$ cat src/ebp_regs.vh
/*
 * register map, fields and timing counts of the external bus pins;
 * assumes a 32-bit AXI4-Lite slave
 */
`ifndef EBP_REGS_VH
`define EBP_REGS_VH

// ----------------------------------------
// register byte offsets
// ----------------------------------------
`define EBP_OFS_CTRL 8'h00
`define EBP_OFS_PORTA 8'h04
`define EBP_OFS_DDRA 8'h08
`define EBP_OFS_PORTB 8'h0c
`define EBP_OFS_DDRB 8'h10
`define EBP_OFS_PORTE 8'h14
`define EBP_OFS_DDRE 8'h18
`define EBP_OFS_STAT 8'h1c
`define EBP_OFS_SLOWDIV 8'h20

// ----------------------------------------
// control register fields
// ----------------------------------------
`define EBP_CTRL_DIRECTION_PIN_ENABLE 0
`define EBP_CTRL_LSTRE 1
`define EBP_CTRL_BUS_ENABLE_DISABLE 2
`define EBP_CTRL_INVCLK 3
`define EBP_CTRL_CALE 4
`define EBP_CTRL_PIPOE 5
`define EBP_CTRL_RST 8'h00

// ----------------------------------------
// control port e bit positions
// ----------------------------------------
`define EBP_PE_SHARED 7
`define EBP_PE_QT1 6
`define EBP_PE_QT0 5
`define EBP_PE_LOW_BYTE_STROBE_N 3
`define EBP_PE_RW 2

// ----------------------------------------
// mode pins {special_n, b, a}; a high means expanded
// ----------------------------------------
`define EBP_MODE_NARROW 2'b01

// ----------------------------------------
// timing
// ----------------------------------------
`define EBP_QUARTER_CYCLES 4
`define EBP_SLOWDIV_RST 8'h00
`define EBP_RESP_OKAY 2'b00
`define EBP_RESP_SLVERR 2'b10

`endif

$ cat src/ebp_clk_div.v
/*
 * e clock quarters and slow divider clock; assumes one core clock and a
 * divide value that changes only while the output idles
 */
`timescale 1ns/1ps
`include "ebp_regs.vh"

module ebp_clk_div #(
  parameter QUARTER_CYCLES = `EBP_QUARTER_CYCLES
) (
  input wire core_clk, // core clock
  input wire sys_rst, // async reset, high
  input wire [7:0] slow_div, // slow half period minus one, in quarters
  output reg [1:0] quarter, // e quarter, 2 and 3 are e high
  output wire quarter_end, // last cycle of a quarter
  output reg slow_clk // 50% duty slow clock
);
  reg [7:0] pre_cnt;
  reg [7:0] slow_cnt;

  assign quarter_end = (pre_cnt == QUARTER_CYCLES[7:0] - 8'h01);

  // ----------------------------------------
  // quarter counter
  // ----------------------------------------
  always @(posedge core_clk or posedge sys_rst) begin
    if (sys_rst) begin
      pre_cnt <= 8'h00;
      quarter <= 2'h0;
    end else if (quarter_end) begin
      pre_cnt <= 8'h00;
      quarter <= quarter + 2'h1;
    end else begin
      pre_cnt <= pre_cnt + 8'h01;
    end
  end

  // ----------------------------------------
  // slow clock: toggles on whole half periods, so duty stays exactly even
  // ----------------------------------------
  always @(posedge core_clk or posedge sys_rst) begin
    if (sys_rst) begin
      slow_cnt <= 8'h00;
      slow_clk <= 1'b0;
    end else if (quarter_end) begin
      if (slow_cnt >= slow_div) begin
        slow_cnt <= 8'h00;
        slow_clk <= ~slow_clk;
      end else begin
        slow_cnt <= slow_cnt + 8'h01;
      end
    end
  end
endmodule

$ cat src/ebp_pins.v
/*
 * multiplexed expansion bus pins: ports a/b as address/data or gpio, control
 * port e; assumes a core access held until acc_done and an AXI4-Lite master
 */
// Decided for this implementation: the AXI4-Lite register port and the register offsets.
`timescale 1ns/1ps
`include "ebp_regs.vh"

// Contract
// - single-chip modes give ports a and b to gpio, expanded modes to address/data.
// - in expanded mode the low-active data bus enable gates the drive during reads.
// - the shared pin can instead show the inverted e clock for address latching.
// - the shared pin can show the 50% slow divider clock, overridden by the bus enable.
// - mode pins are sampled at reset and then serve as queue tracking or gpio.
// - the e clock is driven out on its own pin as the bus timing reference.
// - the low byte strobe is address bit zero xnor byte-size, otherwise gpio.
// - in expanded modes the direction pin shows read or write, otherwise gpio.
// - the special mode pin picks special or normal mode at reset, then serves debug.
// - the bus enable is low only in e high, and only the last quarter when stretched.
// - narrow mode moves a 16-bit word as two cycles, high byte then low byte.
// - no external write happens until the direction function is enabled.
module ebp_pins #(
  parameter QUARTER_CYCLES = `EBP_QUARTER_CYCLES
) (
  input wire core_clk, // core clock
  input wire sys_rst, // async reset, high
  input wire [7:0] s_axi_awaddr, // aw addr
  input wire s_axi_awvalid, // aw valid
  output wire s_axi_awready, // aw ready
  input wire [31:0] s_axi_wdata, // w data
  input wire [3:0] s_axi_wstrb, // w strobes
  input wire s_axi_wvalid, // w valid
  output wire s_axi_wready, // w ready
  output reg [1:0] s_axi_bresp, // b resp
  output reg s_axi_bvalid, // b valid
  input wire s_axi_bready, // b ready
  input wire [7:0] s_axi_araddr, // ar addr
  input wire s_axi_arvalid, // ar valid
  output wire s_axi_arready, // ar ready
  output reg [31:0] s_axi_rdata, // r data
  output reg [1:0] s_axi_rresp, // r resp
  output reg s_axi_rvalid, // r valid
  input wire s_axi_rready, // r ready
  input wire acc_req, // access request, held to acc_done
  input wire acc_write, // 1 write
  input wire access_size_byte, // 1 byte access
  input wire [15:0] acc_addr, // access address
  input wire [15:0] acc_wdata, // big-endian write word
  input wire [1:0] acc_stretch, // extra e cycles
  output reg acc_done, // access end pulse
  output reg [15:0] acc_rdata, // read data
  input wire [1:0] queue_track_in, // core queue state
  input wire bdm_out, // debug drive level
  input wire bdm_oe, // debug drive enable
  output wire bdm_in, // debug level seen
  input wire [7:0] port_a_in, // pin levels
  output reg [7:0] port_a_out, // drive levels
  output reg [7:0] port_a_oe, // drive enables
  input wire [7:0] port_b_in, // pin levels
  output reg [7:0] port_b_out, // drive levels
  output reg [7:0] port_b_oe, // drive enables
  input wire [7:0] port_e_in, // pin levels
  output reg [7:0] port_e_out, // drive levels
  output reg [7:0] port_e_oe, // drive enables
  output reg bus_clock_out, // e clock pin
  input wire special_mode_select_n, // special mode pin
  output wire background_debug_pin_out, // debug pin level
  output wire background_debug_pin_oe // debug pin enable
);

  localparam [2:0] ST_IDLE = 3'b001;
  localparam [2:0] ST_CYC = 3'b010;
  localparam [2:0] ST_DONE = 3'b100;

  reg [7:0] ctrl, dat_a, ddr_a, dat_b, ddr_b, dat_e, ddr_e, slow_div;
  reg [2:0] mode;
  reg mode_cap;
  reg [2:0] state;
  reg [1:0] stretch_left;
  reg second;
  reg aw_hold, w_hold;
  reg [7:0] aw_addr;
  reg [31:0] w_data;
  reg [3:0] w_strb;
  wire [1:0] quarter;
  wire quarter_end;
  wire slow_clk;

  // pin read-back: driven bits show the latch, the rest the pin
  function [7:0] port_view;
    input [7:0] d;
    input [7:0] ddr;
    input [7:0] pin;
    begin
      port_view = (d & ddr) | (pin & ~ddr);
    end
  endfunction

  ebp_clk_div #(.QUARTER_CYCLES(QUARTER_CYCLES)) u_div (
    .core_clk(core_clk),
    .sys_rst(sys_rst),
    .slow_div(slow_div),
    .quarter(quarter),
    .quarter_end(quarter_end),
    .slow_clk(slow_clk)
  );

  // ----------------------------------------
  // mode capture at reset release
  // ----------------------------------------
  wire expanded = mode_cap & mode[0];
  wire narrow = mode[1:0] == `EBP_MODE_NARROW;
  always @(posedge core_clk or posedge sys_rst) begin
    if (sys_rst) begin
      mode <= 3'h0;
      mode_cap <= 1'b0;
    end else if (!mode_cap) begin
      // port e pins are undriven until now, so these show the straps
      mode <= {special_mode_select_n, port_e_in[`EBP_PE_QT1],
               port_e_in[`EBP_PE_QT0]};
      mode_cap <= 1'b1;
    end
  end
  // debug pin belongs to the debug logic only once the mode is fixed
  assign background_debug_pin_out = bdm_out;
  assign background_debug_pin_oe = mode_cap & bdm_oe;
  assign bdm_in = special_mode_select_n;

  // ----------------------------------------
  // AXI4-Lite slave
  // ----------------------------------------
  wire aw_take = s_axi_awvalid & s_axi_awready;
  wire w_take = s_axi_wvalid & s_axi_wready;
  wire aw_got = aw_hold | aw_take;
  wire w_got = w_hold | w_take;
  wire do_wr = aw_got & w_got & ~s_axi_bvalid;
  wire [7:0] wa = aw_hold ? aw_addr : s_axi_awaddr;
  wire [31:0] wd = w_hold ? w_data : s_axi_wdata;
  wire [3:0] ws = w_hold ? w_strb : s_axi_wstrb;
  wire wr_ok = (wa <= `EBP_OFS_SLOWDIV) && (wa[1:0] == 2'b00) && (wa != `EBP_OFS_STAT);
  assign s_axi_awready = ~aw_hold & ~s_axi_bvalid;
  assign s_axi_wready = ~w_hold & ~s_axi_bvalid;
  assign s_axi_arready = ~s_axi_rvalid;

  always @(posedge core_clk or posedge sys_rst) begin
    if (sys_rst) begin
      aw_hold <= 1'b0;
      w_hold <= 1'b0;
      aw_addr <= 8'h00;
      w_data <= 32'h0;
      w_strb <= 4'h0;
      s_axi_bvalid <= 1'b0;
      s_axi_bresp <= `EBP_RESP_OKAY;
      ctrl <= `EBP_CTRL_RST;
      dat_a <= 8'h00;
      ddr_a <= 8'h00;
      dat_b <= 8'h00;
      ddr_b <= 8'h00;
      dat_e <= 8'h00;
      ddr_e <= 8'h00;
      slow_div <= `EBP_SLOWDIV_RST;
    end else begin
      if (aw_take && !do_wr) begin
        aw_hold <= 1'b1;
        aw_addr <= s_axi_awaddr;
      end
      if (w_take && !do_wr) begin
        w_hold <= 1'b1;
        w_data <= s_axi_wdata;
        w_strb <= s_axi_wstrb;
      end
      if (do_wr) begin
        aw_hold <= 1'b0;
        w_hold <= 1'b0;
        s_axi_bvalid <= 1'b1;
        s_axi_bresp <= wr_ok ? `EBP_RESP_OKAY : `EBP_RESP_SLVERR;
        if (ws[0]) begin
          case (wa)
            `EBP_OFS_CTRL: ctrl <= wd[7:0];
            `EBP_OFS_PORTA: dat_a <= wd[7:0];
            `EBP_OFS_DDRA: ddr_a <= wd[7:0];
            `EBP_OFS_PORTB: dat_b <= wd[7:0];
            `EBP_OFS_DDRB: ddr_b <= wd[7:0];
            `EBP_OFS_PORTE: dat_e <= wd[7:0];
            `EBP_OFS_DDRE: ddr_e <= wd[7:0];
            `EBP_OFS_SLOWDIV: slow_div <= wd[7:0];
            default: ;
          endcase
        end
      end else if (s_axi_bvalid && s_axi_bready) begin
        s_axi_bvalid <= 1'b0;
      end
    end
  end

  always @(posedge core_clk or posedge sys_rst) begin
    if (sys_rst) begin
      s_axi_rvalid <= 1'b0;
      s_axi_rdata <= 32'h0;
      s_axi_rresp <= `EBP_RESP_OKAY;
    end else if (s_axi_arvalid && s_axi_arready) begin
      s_axi_rvalid <= 1'b1;
      s_axi_rresp <= `EBP_RESP_OKAY;
      case (s_axi_araddr)
        `EBP_OFS_CTRL: s_axi_rdata <= {24'h0, ctrl};
        `EBP_OFS_PORTA: s_axi_rdata <= {24'h0, port_view(dat_a, ddr_a, port_a_in)};
        `EBP_OFS_DDRA: s_axi_rdata <= {24'h0, ddr_a};
        `EBP_OFS_PORTB: s_axi_rdata <= {24'h0, port_view(dat_b, ddr_b, port_b_in)};
        `EBP_OFS_DDRB: s_axi_rdata <= {24'h0, ddr_b};
        `EBP_OFS_PORTE: s_axi_rdata <= {24'h0, port_view(dat_e, ddr_e, port_e_in)};
        `EBP_OFS_DDRE: s_axi_rdata <= {24'h0, ddr_e};
        `EBP_OFS_STAT: s_axi_rdata <= {27'h0, state == ST_CYC, mode_cap, mode};
        `EBP_OFS_SLOWDIV: s_axi_rdata <= {24'h0, slow_div};
        default: begin
          s_axi_rdata <= 32'h0;
          s_axi_rresp <= `EBP_RESP_SLVERR;
        end
      endcase
    end else if (s_axi_rvalid && s_axi_rready) begin
      s_axi_rvalid <= 1'b0;
    end
  end

  // ----------------------------------------
  // bus cycle sequencer: cycles start at e quarter 0
  // ----------------------------------------
  wire wr_allowed = ctrl[`EBP_CTRL_DIRECTION_PIN_ENABLE];
  wire wide16 = narrow & ~access_size_byte;
  wire cyc_end = quarter_end & (quarter == 2'h3);
  always @(posedge core_clk or posedge sys_rst) begin
    if (sys_rst) begin
      state <= ST_IDLE;
      stretch_left <= 2'h0;
      second <= 1'b0;
      acc_done <= 1'b0;
      acc_rdata <= 16'h0;
    end else begin
      acc_done <= 1'b0;
      case (state)
        ST_IDLE: begin
          if (acc_req && mode_cap && !expanded) begin
            state <= ST_DONE; // no external bus in single-chip modes
            acc_done <= 1'b1;
            acc_rdata <= 16'h0;
          end else if (acc_req && expanded && quarter_end && quarter == 2'h3) begin
            state <= ST_CYC;
            stretch_left <= acc_stretch;
            second <= 1'b0;
          end
        end
        ST_CYC: begin
          if (cyc_end) begin
            if (stretch_left != 2'h0) begin
              stretch_left <= stretch_left - 2'h1;
            end else begin
              if (!acc_write) begin
                if (!narrow) begin
                  acc_rdata <= {port_a_in, port_b_in};
                end else if (wide16 && !second) begin
                  acc_rdata[15:8] <= port_a_in;
                end else if (wide16 || acc_addr[0]) begin
                  acc_rdata[7:0] <= port_a_in;
                end else begin
                  acc_rdata[15:8] <= port_a_in;
                end
              end
              if (wide16 && !second) begin
                second <= 1'b1;
                stretch_left <= acc_stretch;
              end else begin
                state <= ST_DONE;
                acc_done <= 1'b1;
              end
            end
          end
        end
        ST_DONE: begin
          if (!acc_req)
            state <= ST_IDLE;
        end
        default: state <= ST_IDLE;
      endcase
    end
  end

  // ----------------------------------------
  // pin drive
  // ----------------------------------------
  wire e_high = quarter[1];
  wire busy = state == ST_CYC;
  wire [15:0] cur_addr = acc_addr | {15'h0, second};
  wire drive_data = busy & acc_write & wr_allowed & e_high;
  wire last_cyc = busy & (stretch_left == 2'h0);
  // bus enable only in e high; when stretched only the final quarter
  wire dbe_act = last_cyc & ~acc_write & e_high &
                 ((acc_stretch == 2'h0) | (quarter == 2'h3));

  reg [7:0] next_a_out, next_a_oe, next_b_out, next_b_oe, next_e_out, next_e_oe;
  always @* begin
    next_a_out = dat_a;
    next_a_oe = ddr_a;
    next_b_out = dat_b;
    next_b_oe = ddr_b;
    next_e_out = dat_e;
    next_e_oe = mode_cap ? ddr_e : 8'h00;
    if (expanded) begin
      next_a_oe = 8'hff;
      next_b_oe = 8'hff;
      next_a_out = cur_addr[15:8];
      next_b_out = cur_addr[7:0];
      if (e_high) begin
        if (!narrow) begin
          next_a_out = acc_wdata[15:8];
          next_b_out = acc_wdata[7:0];
          next_a_oe = {8{drive_data}};
          next_b_oe = {8{drive_data}};
        end else begin
          next_a_out = cur_addr[0] ? acc_wdata[7:0] : acc_wdata[15:8];
          next_a_oe = {8{drive_data}};
        end
      end
      if (ctrl[`EBP_CTRL_DIRECTION_PIN_ENABLE]) begin
        next_e_out[`EBP_PE_RW] = ~(busy & acc_write);
        next_e_oe[`EBP_PE_RW] = 1'b1;
      end
      if (ctrl[`EBP_CTRL_PIPOE]) begin
        next_e_out[`EBP_PE_QT1] = queue_track_in[1];
        next_e_out[`EBP_PE_QT0] = queue_track_in[0];
        next_e_oe[`EBP_PE_QT1] = 1'b1;
        next_e_oe[`EBP_PE_QT0] = 1'b1;
      end
    end
    if (mode_cap && ctrl[`EBP_CTRL_LSTRE]) begin
      next_e_out[`EBP_PE_LOW_BYTE_STROBE_N] = ~(cur_addr[0] ^ access_size_byte);
      next_e_oe[`EBP_PE_LOW_BYTE_STROBE_N] = 1'b1;
    end
    // shared pin: inverted clock beats bus enable beats calibration clock
    if (expanded && !ctrl[`EBP_CTRL_BUS_ENABLE_DISABLE]) begin
      next_e_oe[`EBP_PE_SHARED] = 1'b1;
      if (ctrl[`EBP_CTRL_INVCLK])
        next_e_out[`EBP_PE_SHARED] = ~e_high;
      else
        next_e_out[`EBP_PE_SHARED] = ~dbe_act;
    end else if (mode_cap && ctrl[`EBP_CTRL_CALE]) begin
      next_e_oe[`EBP_PE_SHARED] = 1'b1;
      next_e_out[`EBP_PE_SHARED] = slow_clk;
    end
    next_e_oe[4] = 1'b0;
    next_e_out[4] = 1'b0;
  end

  // e clock and pins share one register stage so their phases stay aligned
  always @(posedge core_clk or posedge sys_rst) begin
    if (sys_rst) begin
      port_a_out <= 8'h00;
      port_a_oe <= 8'h00;
      port_b_out <= 8'h00;
      port_b_oe <= 8'h00;
      port_e_out <= 8'h00;
      port_e_oe <= 8'h00;
      bus_clock_out <= 1'b0;
    end else begin
      port_a_out <= next_a_out;
      port_a_oe <= next_a_oe;
      port_b_out <= next_b_out;
      port_b_oe <= next_b_oe;
      port_e_out <= next_e_out;
      port_e_oe <= next_e_oe;
      bus_clock_out <= e_high;
    end
  end
endmodule

$ cat config.mk
export PLATFORM = sky130hd
export DESIGN_NAME = ebp_pins
export DESIGN_NICKNAME = d
export VERILOG_FILES = /design/src/ebp_clk_div.v /design/src/ebp_pins.v
export VERILOG_INCLUDE_DIRS = /design/src
export SDC_FILE = /design/constraint.sdc
export NUM_CORES = 1
export LEC_CHECK = 0
export ABC_AREA = 0
export BUFFER_PORTS_ARGS = -buffer_cell sky130_fd_sc_hd__buf_2
export CAP_MARGIN = 15
export CORE_MARGIN = 2
export CORE_UTILIZATION = 30
export CTS_BUF_LIST = sky130_fd_sc_hd__clkbuf_16
export DETAILED_ROUTE_END_ITERATION = 10
export PLACE_DENSITY = 0.52
export SYNTH_ARGS = -nofsm -noshare
export SYNTH_HDL_FRONTEND = slang
export SYNTH_SLANG_ARGS = --single-unit
$ cat constraint.sdc
create_clock -name core_clk -period 13.25 [get_ports core_clk]
set_input_delay 1.325 -clock core_clk [delete_from_list [all_inputs] [get_ports core_clk]]
set_output_delay 1.325 -clock core_clk [all_outputs]
set_load 0.01 [all_outputs]
==> out/metrics.yaml <==
clock_network:
  postCtsSetupBuffers: 0
  cts.reportedPaths.clkPinSlew_ns: 0.08
  tritoncts_num_sinks: 188
  cts_inserted_buffers: 17
  worstSkewPairLatency_ns: 0.44
  htreeDepth: 4
  post_cts.resized_instances: 0
  ctsHoldBuffers: 0
  max-clock-path-buffers: 2
  cts.root.buffer_cell: "clkbuf_16"
  tritoncts_clock_tree: "built"
worst_setup_path:
  worst-setup-path-type: "input port to register"
  nature_of_the_critical_path_endpoint: "register"
  r2r_end: "dat_a[2]$_DFFE_PP0P_"
  worst-endpoint-arrival_ns: 3.85
  start_kind: "input port"
  regToRegSetupSlack_ns: 9.89
  crit_path_max_fanout: 8
  reg2reg_depth: 6
  worst-endpoint-required_ns: 13.57
  regToRegStartpoint: "aw_hold$_DFFE_PP0P_"
min_path:
  hold_start: "dat_e[0]$_DFFE_PP0P_"
  holdCritPathClass: "register to register"
  min_to: "port_e_out[0]$_DFF_PP0_"
  worst_hold_path.num_cells: 0
synthesis:
  netlist.area_leader.share_pct: 49.01
  synth_area_leaders: "dfrtp_1, mux2_4, mux2_2"
  synthDistinctLibCells: 65
  netlist_area_sq_um: 9548
  average_instance_area_after_synthesis_sq_um: 11.10
  async_reset_ff_share_pct: 100.0
  yosys_warnings: 0
  post_synth_inst_count: 860
  ys_seq_area_share_pct: 49.29
  post_synth_edffs: 0
  post-synth-top-area-cell: "dfrtp_1"
  synth-main-ff-cell: "dfrtp_1"
  ys_seq_elements: 188
routing:
  final_antenna_net_count: 0
  routedWlPerCell_um: 19.53
  detail_route.iter0.violations: 405
  route.final.wire_length_um: 28050
  via_count: 7067
  drc: 0
  detailedRoute.firstPassIterationCount: 5
  post_drt_via_cell_ratio: 4.921
finish:
  net_count_reported_at_finish: 1157
  fillerInstances: 3164
  fin_cells: 1436
  syn2layout_area_growth_pct: 18.53
  antenna_cells_inserted: 0
  layout_utilization_pct: 35.96
  drive_gt1_share_pct: 32.69
sta:
  final.setup_skew_ns: 0.01633
  timing.final.crit_share_pct: 26.65
  final_number_of_hold_violating_endpoints: 0
  worst-slew-pin-transition_ns: 1.085
  min_period_ns: 3.532
  max_clock_freq_ghz: 0.2832
  report.final.setup_viol: 0
  rsz_0062_raised_after_global_routing: "no"
  slew_headroom_pct: 27.53
  report.final.slew_viol_count: 0
  final.setup.worst_slack_ns: 9.718
  finalSetupTns_ns: 0
placement:
  globalplace.congestion: 0.8639
  io_buffers: 177
  dp_worst_setup_slack_ns: 9.272
  place_inst: 1404
  place.detailed.hpwl_um: 21010
power:
  leakage_power_nw: 5.574
  p_per_area_nw_per_um2: 142.0
  irDropWorstVdd_v: 0.00008589
floorplanning:
  floorplan.rows: 65
  initial_utilization_pct: 30.34
  die_area_sq_um: 33270
  pin_count: 235
  die_x_um: 182.4
  core_sq_um: 31470
  die-height_um: 182.4
grt:
  grt_first_pass_wirelength_um: 42040
  number_of_antenna_violations_at_the_first_check_in_global_routing: 2
  grt.total_usage_pct: 16.97
  grt_max_degree: 141
  first_global_vias: 6777
  grt-ovfl-total: 0
flow_run:
  max-cap-violations: 0
status:
  status: "complete, no violations"
==> layer usage <==
metal / track usage, % / up-vias / share of wire (%)
li1: - / 3316 / -
met1: 22.19 / 3456 / 44
met4: 7.161 / 4 / 3.2
met2: 27.73 / 247 / 47
met3: 3.053 / 44 / 5.4
met5: 0 / - / 0.075
==> layout make-up <==
class / instances / area, sq um / area share (%)
Clock buffer: 17 / 425.4 / 3.759
Sequential cell: 188 / 4706 / 41.58
Inverter: 32 / 127.6 / 1.128
Timing Repair Buffer: 184 / 938.4 / 8.292
Clock inverter: 15 / 175.2 / 1.548
Tap cell: 402 / 503.0 / 4.444
Multi-Input combinational cell: 598 / 4442 / 39.25
==> registers in the layout, indices dropped and copies added, names as in the netlist, 3 cells and up <==
name and cells:
slow_div 8, port_a_out 8, ddr_e 8, dat_e 8
w_data 8, state 3, s_axi_rdata 8, port_a_oe 8
port_b_out 8, dat_b 8, port_e_out 7, acc_rdata 16
port_e_oe 7, aw_addr 8, u_div.pre_cnt 8, ddr_b 8
ctrl 8, u_div.slow_cnt 8, dat_a 8, ddr_a 8
mode 3, port_b_oe 8
==> critical path, stage by stage <==
cell and delay, ns:
buf_2 0.11, or4_4 0.50, o22ai_2 0.19, o2111ai_1 0.19, or2_1 0.49, nor3_4 0.68, mux2_4 0.35
==> per-stage QoR <==
| step | hold slack, ns | area, sq um | power, mW |
|---|---|---|---|
| finish | 0.4154 | 11320 | 1.607 |
| global route | 0.4280 | 11320 | 1.691 |
| CTS | 0.4156 | 11320 | 1.625 |
| detailed placement | 0.3971 | 10720 | 1.102 |
| global placement | 0.3983 | 10720 | 1.095 |
| floorplan | 0.3689 | 9649 | 0.9676 |
==> Yosys cell counts, types with 17 or more instances <==
cell / instances
dfrtp_1: 187
nand2_1: 86
o21ai_0: 62
mux2_4: 56
mux2_2: 49
a21oi_1: 44
nor2_1: 36
clkbuf_1: 35
inv_1: 32
buf_4: 30
mux2i_1: 30
a21o_1: 19
nand3_1: 19
nor2b_1: 17
==> worst max-delay path by stage <==
stage	end	slack, ns	from
finish	dat_a[2]$_DFFE_PP0P_	9.72	s_axi_awaddr[0]
CTS	dat_e[3]$_DFFE_PP0P_	9.73	s_axi_awaddr[0]
global placement	dat_e[3]$_DFFE_PP0P_	9.26	s_axi_awaddr[0]
detailed placement	dat_b[1]$_DFFE_PP0P_	9.27	s_axi_awaddr[0]
global route	dat_e[4]$_DFFE_PP0P_	9.61	s_axi_awaddr[0]
floorplan	acc_done$_DFF_PP0_	6.81	sys_rst
==> cell usage in the layout (no fill, tap or decap), types with 5 or more instances in the layout <==
cell,count
nand3_1,19
and3_1,13
ha_1,11
nor2b_1,17
clkinv_8,5
conb_1,29
and2_1,10
a32oi_1,6
mux2i_1,30
inv_1,31
buf_4,7
o21ai_0,62
xnor2_1,9
a31oi_1,5
buf_2,177
nor3_4,7
mux2_4,56
a22oi_1,9
nor3_1,5
nor2_1,36
clkbuf_16,17
a21oi_1,44
nand2_1,86
inv_8,6
a21o_1,19
mux2_2,49
a22o_1,12
dfrtp_1,187
==> kinds of logic (layout without fill, tap and decap cells) <==
family	Yosys count	count (layout)	synth area share, %
buf+inv	101	248	5.307
fa+ha+maj	11	11	1.441
other cells	2	29	0.07866
compound gates	192	192	12.69
xor+xnor	10	10	0.9174
simple gates	217	217	11.73
mux	139	139	18.56
flops	188	188	49.29
==> power breakdown <==
part / leakage (nW) / internal, mW / switching (mW)
sequential: 2.48 / 0.657 / 0.0829
combinational: 2.81 / 0.157 / 0.192
clock: 0.287 / 0.255 / 0.262
Power figures use the tool's default switching activity.
